<file path="src/shared/dxy_pkg.sv">
// constants and types for the dual data space address generation block
// ==========================================================================
package dxy_pkg;
    // ======================================================================
    // widths and fixed constants
    localparam int unsigned ADDR_W       = 16;
    localparam int unsigned NUM_PTR      = 16;
    localparam int unsigned SEL_W        = 4;
    localparam logic [15:0] XY_BOUNDARY  = 16'h0800;
    localparam logic [3:0]  X_PF_A       = 4'h8;
    localparam logic [3:0]  X_PF_B       = 4'h9;
    localparam logic [3:0]  Y_PF_A       = 4'hA;
    localparam logic [3:0]  Y_PF_B       = 4'hB;
    localparam logic [15:0] PTR_RESET    = 16'h0000;
    localparam logic [15:0] ADDR_RESET   = 16'h0000;

    // addressing modes of the general (unified / x) operand
    typedef enum logic [2:0] {
        DXY_FILE_DIRECT = 3'h0,
        DXY_REG_DIRECT  = 3'h1,
        DXY_INDIRECT    = 3'h2,
        DXY_POST_MOD    = 3'h3,
        DXY_PRE_MOD     = 3'h4,
        DXY_INDEXED     = 3'h5,
        DXY_LIT_OFFSET  = 3'h6
    } dxy_mode_t;

    // prefetch modes of the multiply class operands
    typedef enum logic [2:0] {
        DXY_PF_NONE     = 3'h0,
        DXY_PF_INDIRECT = 3'h1,
        DXY_PF_POST2    = 3'h2,
        DXY_PF_POST4    = 3'h3,
        DXY_PF_POST6    = 3'h4,
        DXY_PF_INDEXED  = 3'h5
    } dxy_pf_mode_t;

    // one-hot unit state
    typedef enum logic [1:0] {
        DXY_ST_IDLE = 2'b01,
        DXY_ST_BUSY = 2'b10
    } dxy_state_t;
endpackage

</file>
<file path="src/verilog/dxy_pf_unit.sv">
// prefetch address generator for one data space (x or y)
`timescale 1ns/1ps
`default_nettype none
module dxy_pf_unit #(
    parameter logic [3:0] PTR_A = 4'h8,
    parameter logic [3:0] PTR_B = 4'h9
) (
    // request
    input  wire logic                  req,
    input  wire logic                  ptr_b_sel,
    input  wire dxy_pkg::dxy_pf_mode_t mode,
    input  wire logic                  step_neg,
    input  wire logic [15:0]           ptr_a_val,
    input  wire logic [15:0]           ptr_b_val,
    input  wire logic [15:0]           offset_val,
    input  wire logic                  mod_en,
    input  wire logic [15:0]           mod_start,
    input  wire logic [15:0]           mod_end,
    // result
    output logic                       rd_en,
    output logic [15:0]                addr,
    output logic                       wb_en,
    output logic [3:0]                 wb_sel,
    output logic [15:0]                wb_val,
    output logic                       illegal
);
    import dxy_pkg::*;
    logic [15:0] base;
    logic [15:0] step;
    logic [15:0] stepped;
    logic        is_post;

    assign base    = ptr_b_sel ? ptr_b_val : ptr_a_val;
    assign wb_sel  = ptr_b_sel ? PTR_B : PTR_A;
    assign is_post = (mode == DXY_PF_POST2) || (mode == DXY_PF_POST4) || (mode == DXY_PF_POST6);

    always_comb begin
        step = 16'h0000;
        case (mode)
            DXY_PF_POST2: step = 16'h0002;
            DXY_PF_POST4: step = 16'h0004;
            DXY_PF_POST6: step = 16'h0006;
            default:      step = 16'h0000;
        endcase
    end

    always_comb begin
        stepped = step_neg ? (base - step) : (base + step);
        // circular buffer wrap at either end of the window
        if (mod_en && !step_neg && base == mod_end) begin
            stepped = mod_start;
        end else if (mod_en && step_neg && base == mod_start) begin
            stepped = mod_end;
        end
    end

    // indexed only from the second pointer of the pair
    assign illegal = req && (mode == DXY_PF_INDEXED) && !ptr_b_sel;
    assign rd_en   = req && (mode != DXY_PF_NONE) && !illegal;
    assign addr    = (mode == DXY_PF_INDEXED) ? (base + offset_val) : base;
    assign wb_en   = rd_en && is_post;
    assign wb_val  = stepped;
endmodule
`default_nettype wire

</file>
<file path="src/verilog/dxy_agu.sv">
// dual data space address generation: unified/x unit plus x and y prefetch
`timescale 1ns/1ps
`default_nettype none
module dxy_agu (
    // clock and reset
    input  wire logic                  clk,
    input  wire logic                  rst,
    // general operand request
    input  wire logic                  op_valid,
    input  wire logic                  op_write,
    input  wire dxy_pkg::dxy_mode_t    op_mode,
    input  wire logic [3:0]            op_base_sel,
    input  wire logic [3:0]            op_offset_sel,
    input  wire logic [15:0]           op_file_addr,
    input  wire logic [15:0]           op_literal,
    input  wire logic                  op_step_neg,
    input  wire logic [15:0]           op_step,
    input  wire logic                  op_bitrev_en,
    input  wire logic [15:0]           op_bitrev_mod,
    // modulo window of the general unit
    input  wire logic                  mod_en,
    input  wire logic [15:0]           mod_start,
    input  wire logic [15:0]           mod_end,
    // multiply class prefetch request
    input  wire logic                  pf_valid,
    input  wire logic                  pf_x_b_sel,
    input  wire dxy_pkg::dxy_pf_mode_t pf_x_mode,
    input  wire logic                  pf_x_neg,
    input  wire logic                  pf_y_b_sel,
    input  wire dxy_pkg::dxy_pf_mode_t pf_y_mode,
    input  wire logic                  pf_y_neg,
    input  wire logic                  ymod_en,
    input  wire logic [15:0]           ymod_start,
    input  wire logic [15:0]           ymod_end,
    // pointer file load from the execution pipeline
    input  wire logic                  ptr_load,
    input  wire logic [3:0]            ptr_load_sel,
    input  wire logic [15:0]           ptr_load_val,
    // x read bus
    output logic                       xrd_en,
    output logic [15:0]                xrd_addr,
    // x write bus (unified space)
    output logic                       wr_en,
    output logic [15:0]                wr_addr,
    // y read bus
    output logic                       yrd_en,
    output logic [15:0]                yrd_addr,
    // register direct operand and status
    output logic                       reg_direct,
    output logic [15:0]                reg_value,
    output logic                       in_y_space,
    output logic                       pf_illegal
);
    import dxy_pkg::*;

    // ======================================================================
    // pointer file
    logic [15:0] ptr_r [NUM_PTR];
    dxy_state_t  state_r;
    dxy_state_t  state_nxt;

    logic [15:0] base_v;
    logic [15:0] off_v;
    logic [15:0] step_v;
    logic [15:0] stepped;
    logic [15:0] ea;
    logic [15:0] ea_rev;
    logic        op_mem;
    logic        op_ptr_wb;

    // x prefetch unit signals
    logic        xp_rd;
    logic [15:0] xp_addr;
    logic        xp_wb;
    logic [3:0]  xp_sel;
    logic [15:0] xp_val;
    logic        xp_ill;
    // y prefetch unit signals
    logic        yp_rd;
    logic [15:0] yp_addr;
    logic        yp_wb;
    logic [3:0]  yp_sel;
    logic [15:0] yp_val;
    logic        yp_ill;

    // ======================================================================
    // general unit
    assign base_v = ptr_r[op_base_sel];
    assign off_v  = ptr_r[op_offset_sel];
    assign step_v = op_step;

    always_comb begin
        stepped = op_step_neg ? (base_v - step_v) : (base_v + step_v);
        if (mod_en && !op_step_neg && base_v == mod_end) begin
            stepped = mod_start;
        end else if (mod_en && op_step_neg && base_v == mod_start) begin
            stepped = mod_end;
        end
    end

    always_comb begin
        ea = base_v;
        case (op_mode)
            DXY_FILE_DIRECT: ea = op_file_addr;
            DXY_INDIRECT:    ea = base_v;
            DXY_POST_MOD:    ea = base_v;
            DXY_PRE_MOD:     ea = stepped;
            DXY_INDEXED:     ea = base_v + off_v;
            DXY_LIT_OFFSET:  ea = base_v + op_literal;
            default:         ea = base_v;
        endcase
    end

    // reverse-carry increment for bit-reversed buffers, x writes only
    always_comb begin
        ea_rev = base_v;
        for (int i = ADDR_W - 1; i >= 0; i--) begin
            if (op_bitrev_mod[i]) begin
                ea_rev[i] = ea_rev[i] ^ 1'b1;
                if (ea_rev[i]) begin
                    break;
                end
            end
        end
    end

    assign op_mem    = op_valid && (op_mode != DXY_REG_DIRECT);
    assign op_ptr_wb = op_valid && ((op_mode == DXY_POST_MOD) || (op_mode == DXY_PRE_MOD));

    // ======================================================================
    // prefetch units, fixed pointer routing
    dxy_pf_unit #(
        .PTR_A (X_PF_A),
        .PTR_B (X_PF_B)
    ) u_xpf (
        .req        (pf_valid),
        .ptr_b_sel  (pf_x_b_sel),
        .mode       (pf_x_mode),
        .step_neg   (pf_x_neg),
        .ptr_a_val  (ptr_r[X_PF_A]),
        .ptr_b_val  (ptr_r[X_PF_B]),
        .offset_val (ptr_r[4'hC]),
        .mod_en     (mod_en),
        .mod_start  (mod_start),
        .mod_end    (mod_end),
        .rd_en      (xp_rd),
        .addr       (xp_addr),
        .wb_en      (xp_wb),
        .wb_sel     (xp_sel),
        .wb_val     (xp_val),
        .illegal    (xp_ill)
    );

    dxy_pf_unit #(
        .PTR_A (Y_PF_A),
        .PTR_B (Y_PF_B)
    ) u_ypf (
        .req        (pf_valid),
        .ptr_b_sel  (pf_y_b_sel),
        .mode       (pf_y_mode),
        .step_neg   (pf_y_neg),
        .ptr_a_val  (ptr_r[Y_PF_A]),
        .ptr_b_val  (ptr_r[Y_PF_B]),
        .offset_val (ptr_r[4'hC]),
        .mod_en     (ymod_en),
        .mod_start  (ymod_start),
        .mod_end    (ymod_end),
        .rd_en      (yp_rd),
        .addr       (yp_addr),
        .wb_en      (yp_wb),
        .wb_sel     (yp_sel),
        .wb_val     (yp_val),
        .illegal    (yp_ill)
    );

    // ======================================================================
    // pointer updates; prefetch write-backs win over general write-back,
    // pipeline loads come first and win over both since they are the newest software intent
    genvar g;
    generate
        for (g = 0; g < NUM_PTR; g++) begin : g_ptr
            always_ff @(posedge clk or posedge rst) begin
                if (rst) begin
                    ptr_r[g] <= PTR_RESET;
                end else if (ptr_load && ptr_load_sel == 4'(g)) begin
                    ptr_r[g] <= ptr_load_val;
                end else if (xp_wb && xp_sel == 4'(g)) begin
                    ptr_r[g] <= xp_val;
                end else if (yp_wb && yp_sel == 4'(g)) begin
                    ptr_r[g] <= yp_val;
                end else if (op_ptr_wb && op_base_sel == 4'(g)) begin
                    if (op_write && op_bitrev_en && op_mode == DXY_POST_MOD) begin
                        ptr_r[g] <= ea_rev;
                    end else begin
                        ptr_r[g] <= stepped;
                    end
                end
            end
        end
    endgenerate

    // ======================================================================
    // state: busy the cycle after any request was valid
    always_comb begin
        case (state_r)
            DXY_ST_IDLE: state_nxt = (op_valid || pf_valid) ? DXY_ST_BUSY : DXY_ST_IDLE;
            DXY_ST_BUSY: state_nxt = (op_valid || pf_valid) ? DXY_ST_BUSY : DXY_ST_IDLE;
            default:     state_nxt = DXY_ST_IDLE;
        endcase
    end

    always_ff @(posedge clk or posedge rst) begin
        if (rst) begin
            state_r <= DXY_ST_IDLE;
        end else begin
            state_r <= state_nxt;
        end
    end

    // ======================================================================
    // bus outputs, registered; x read bus shared by unified reads and prefetch
    always_ff @(posedge clk or posedge rst) begin
        if (rst) begin
            xrd_en   <= 1'b0;
            xrd_addr <= ADDR_RESET;
        end else if (op_mem && !op_write) begin
            xrd_en   <= 1'b1;
            xrd_addr <= ea;
        end else if (xp_rd) begin
            xrd_en   <= 1'b1;
            xrd_addr <= xp_addr;
        end else begin
            xrd_en   <= 1'b0;
            xrd_addr <= xrd_addr;
        end
    end

    // write address always unified; bit reversal never alters the effective
    // address of this access, only the pointer's next value
    always_ff @(posedge clk or posedge rst) begin
        if (rst) begin
            wr_en   <= 1'b0;
            wr_addr <= ADDR_RESET;
        end else begin
            wr_en   <= op_mem && op_write;
            wr_addr <= (op_mem && op_write) ? ea : wr_addr;
        end
    end

    always_ff @(posedge clk or posedge rst) begin
        if (rst) begin
            yrd_en   <= 1'b0;
            yrd_addr <= ADDR_RESET;
        end else begin
            yrd_en   <= yp_rd;
            yrd_addr <= yp_rd ? yp_addr : yrd_addr;
        end
    end

    always_ff @(posedge clk or posedge rst) begin
        if (rst) begin
            reg_direct <= 1'b0;
            reg_value  <= ADDR_RESET;
        end else begin
            reg_direct <= op_valid && (op_mode == DXY_REG_DIRECT);
            reg_value  <= base_v;
        end
    end

    // boundary is a package constant, nothing can write it
    always_ff @(posedge clk or posedge rst) begin
        if (rst) begin
            in_y_space <= 1'b0;
            pf_illegal <= 1'b0;
        end else begin
            in_y_space <= op_mem && (ea >= XY_BOUNDARY);
            pf_illegal <= xp_ill || yp_ill;
        end
    end
endmodule
`default_nettype wire

</file>
<file path="config.mk">
export PLATFORM = sky130hd
export DESIGN_NAME = dxy_agu
export DESIGN_NICKNAME = d
export VERILOG_FILES = /design/src/shared/dxy_pkg.sv /design/src/verilog/dxy_pf_unit.sv /design/src/verilog/dxy_agu.sv
export SDC_FILE = /design/constraint.sdc
export NUM_CORES = 1
export LEC_CHECK = 0
export ABC_AREA = 1
export BUFFER_PORTS_ARGS = -buffer_cell sky130_fd_sc_hd__buf_2
export CAP_MARGIN = 20
export CORE_MARGIN = 5
export CORE_UTILIZATION = 37
export CTS_CLUSTER_DIAMETER = 50
export DETAILED_ROUTE_END_ITERATION = 10
export GPL_TIMING_DRIVEN = 0
export PLACE_DENSITY = 0.58
export SYNTH_ARGS = -nofsm -noshare
export SYNTH_HDL_FRONTEND = slang
export SYNTH_SLANG_ARGS = --single-unit
</file>
<file path="constraint.sdc">
create_clock -name clk -period 11.8 [get_ports clk]
set_input_delay 0 -clock clk [delete_from_list [all_inputs] [get_ports clk]]
set_output_delay 0 -clock clk [all_outputs]
set_load 0.03 [all_outputs]
</file>
==> results.py <==
metrics = {
    "hold_path": {
        "hold_path.class": "input port to flip-flop",
    },
    "routing": {
        "ant_nets": 0,
        "route.detailed.drc": 0,
        "wire_per_inst_um": 31.7,
        "first_pass_iters": 6,
        "wl_mm": 188,
        "vias_per_cell": 6.02,
        "drtIter0Drc": 4450,
        "vias": 35700,
    },
    "final_layout": {
        "nets": 5128,
        "final_cell_mix": "nand2_1, inv_1, o21ai_0",
        "design_area_um2": 34600,
        "final_common_cell": "nand2_1",
        "drive_above_1_share_pct": 11.7,
        "syn2layout_area_growth_pct": 20.5,
        "instances_no_fill": 5932,
        "final_core_util_pct": 44.8,
    },
    "grt": {
        "track_usage_pct": 43.5,
        "antenna_found_initial": 5,
        "gr-total-overflow": 0,
        "grt_start_max_net_pins": 115,
        "grt_pass1_vias": 33100,
        "grt_pass1_wl_mm": 255,
    },
    "worst_setup_path": {
        "cp-start-kind": "input port",
        "critPathBufInv": 6,
        "cp-end-kind": "flip-flop",
        "slowest_stage": "clkbuf_1",
        "cpPeakStageDelay_ns": 0.99,
        "cp_data_required_time_ns": 12.33,
        "worstPathCellList": "buf_2 -> inv_1 -> clkbuf_1 -> clkbuf_1 -> clkbuf_1 -> o21ai_0 -> o22ai_1 -> o21ai_0 -> a31oi_1 -> ha_1 -> a21oi_1 -> o21ai_0 -> a21oi_1 -> o21ai_0 -> nand3_1 -> o211ai_1 -> a21oi_1 -> o21ai_0 -> nand3_1 -> nand2_1 -> nand3_1 -> nor2_1 -> nor2_1 -> dlygate4sd3_1",
        "crit_fanout": 10,
        "cp_data_arrival_time_ns": 7.26,
        "path_common_cell": "o21ai_0",
        "crit_family": "buffers and inverters",
        "path_class": "input port to flip-flop",
    },
    "synth": {
        "synthArstFlopShare_pct": 100,
        "yosysWarningCount": 0,
        "synth_nets": 4703,
        "yosys.area_share.simple_pct": 30.7,
        "synth_fa_ha_area_share_pct": 4.99,
        "synth_xor_area_share_pct": 3.05,
        "yosys-mux-area-fraction_pct": 0.105,
        "synth_ff_type": "dfrtp_1",
        "ys_seq_area_share_pct": 28.4,
        "synth-compound-area-share_pct": 22.7,
        "yosys_register_bits": 326,
        "syn_inst": 4412,
        "avgSynthCellArea_um2": 6.51,
        "synth_edf_count": 0,
        "yosysUniqueCellTypes": 62,
        "synth_top_family_by_area": "simple AND/OR/NAND/NOR gates",
        "netlist_area_um2": 28700,
    },
    "power": {
        "p_seq_share_pct": 24.3,
        "p_clk_share_pct": 24.2,
        "ir_worst_vdd_mv": 0.129,
        "p_sw_share_pct": 50.7,
        "power.leakage_uw": 0.0167,
        "switchingPower_uw": 3860,
        "combinationalPowerShare_pct": 51.6,
        "powerDensity_nw_per_um2": 220,
        "internal_power_uw": 3750,
    },
    "sta": {
        "post-route-period-util_pct": 57.0,
        "fin_setup_tns_ns": 0,
        "period_needed_ns": 6.73,
        "finalSetupViolations": 0,
        "worst_slew_pin_slew_ns": 1.36,
        "slew_headroom_pct": 9.46,
        "hold_violations": 0,
        "fmax_mhz": 149,
        "rsz0062_at_grt": "no",
        "finClkSkew_ns": 0.0306,
        "slew_viol_final": 0,
        "holdWs_ns": 0.0385,
    },
    "clock_tree": {
        "htree_levels": 2,
        "numCtsBuffers": 60,
        "cts_tree": "done",
        "cts-root-buf": "clkbuf_16",
        "clk_pin_slew_ns": 0.06,
        "clock_path_buffers": 3,
        "insertion_delay_ns": 0.67,
        "clkSinkCount": 326,
        "postCtsSetupRepairBufs": 0,
    },
    "floorplan": {
        "ios": 249,
        "initial_core_util_pct": 37.2,
        "die_x_um": 289,
        "die_area_um2": 83300,
        "die_y_um": 289,
        "rows": 102,
        "core_area_um2": 77200,
    },
    "placed_design": {
        "port_buffers": 242,
        "gp_congestion": 1.14,
        "dp_hpwl_mm": 146,
        "place_area_um2": 31500,
        "placed_cells": 5712,
    },
    "run_status": {
        "status": "completed",
    },
    "job": {
        "maxCapViolCount": 0,
    },
}
[layer usage]
metal  share of wire [%]  vias up  GRT usage (%)
met3                  11      694           11.4
met4                 9.5        6           32.3
met5               0.021        -              0
met2                  42     2368           65.6
met1                  38    17000           53.4
li1                    -    15700              -
[synthesized netlist by cell type, drive strengths merged, types with 73 or more instances]
cell type     n  area (µm²)
nand2      1414        5370
inv         459        1730
o21ai       397        1990
dfrtp       326        8160
nor2        309        1270
nand3       302        1530
a21oi       207        1040
o211ai      180        1440
clkbuf      134         503
ha          108        1350
o221ai       99         867
buf          90         617
xor2         73         639
[cell type report]
class,instances,area [µm²]
fill,8233,42600
multi-input combinational,3392,17700
sequential,326,8160
timing repair buffer,363,2450
inverter,470,1780
clock buffer,68,1550
tap,1040,1300
buffer,224,1120
clock inverter,46,546
antenna,3,7.51
[path summary, 6_finish.rpt]
| path | slack, ns | cells past startpoint | end | startpoint |
|---|---|---|---|---|
| worst max register to register | 5.66 | 24 | ptr_r[91] | ptr_r[52] |
| min in group asynchronous | 0.49 | 4 | pf_illegal | rst |
| max in group asynchronous | 9.83 | 6 | ptr_r[26] | rst |
| worst min register to register | 0.47 | 2 | wr_addr[6] | wr_addr[6] |
| worst max-delay path | 5.07 | 24 | in_y_space | op_offset_sel[1] |
| worst min-delay path | 0.04 | 7 | xrd_addr[6] | pf_x_mode[2] |
[sequential cells by signal, indices dropped and copies added (netlist names)]
signal      cells
in_y_space      1
pf_illegal      1
ptr_r         256
reg_direct      1
reg_value      16
wr_addr        16
wr_en           1
xrd_addr       16
xrd_en          1
yrd_addr       16
yrd_en          1
[worst register-to-register path, stage by stage, from the launching register on]
cell	delay, ns
dfrtp_1	0.72
nand2_1	0.11
nand2_1	0.07
nand2_1	0.04
nand3_1	0.09
nand2_1	0.20
nand2_1	0.41
inv_1	0.08
nand2_1	0.50
ha_1	0.40
a21o_1	0.20
a21oi_1	0.19
o21ai_0	0.21
a21oi_1	0.34
o21ai_0	0.15
xor2_1	0.17
nand2_1	0.09
nand3_2	0.08
nand3_1	0.15
nand2_2	0.33
inv_2	0.55
nand2_1	0.11
o211ai_1	0.13
nand3_1	0.11
dlygate4sd3_1	0.58
[through the flow]
| step | worst slack [ns] | total power [µW] |
|---|---|---|
| floorplan | 2.77 | 4000 |
| global placement | -2.39 | 5500 |
| detailed placement | 5.54 | 5520 |
| CTS | 5.64 | 7420 |
| global route | 5.19 | 7920 |
| finish | 5.07 | 7610 |
[power by group through the flow]
stage / Combinational (µW) / Sequential, µW / Clock (µW)
finish: 3920 / 1850 / 1840
global route: 4170 / 1860 / 1890
CTS: 3770 / 1810 / 1840
detailed placement: 3690 / 1830 / 0
global placement: 3660 / 1830 / 0
floorplan: 2220 / 1770 / 0
[repair_timing]
action,CTS,global route
gates resized for setup,0,0
endpoints found under the hold margin,241,7
hold buffers,98,1
endpoints found under the setup margin,0,0
[kinds of logic after synthesis]
| group | after synthesis |
|---|---|
| mux | 3 |
| xor+xnor | 100 |
| fa+ha+maj | 112 |
| compound gates | 1046 |
| flops | 326 |
| simple gates | 2131 |
| buf+inv | 694 |
No activity file was read; power rests on OpenSTA's default activity.
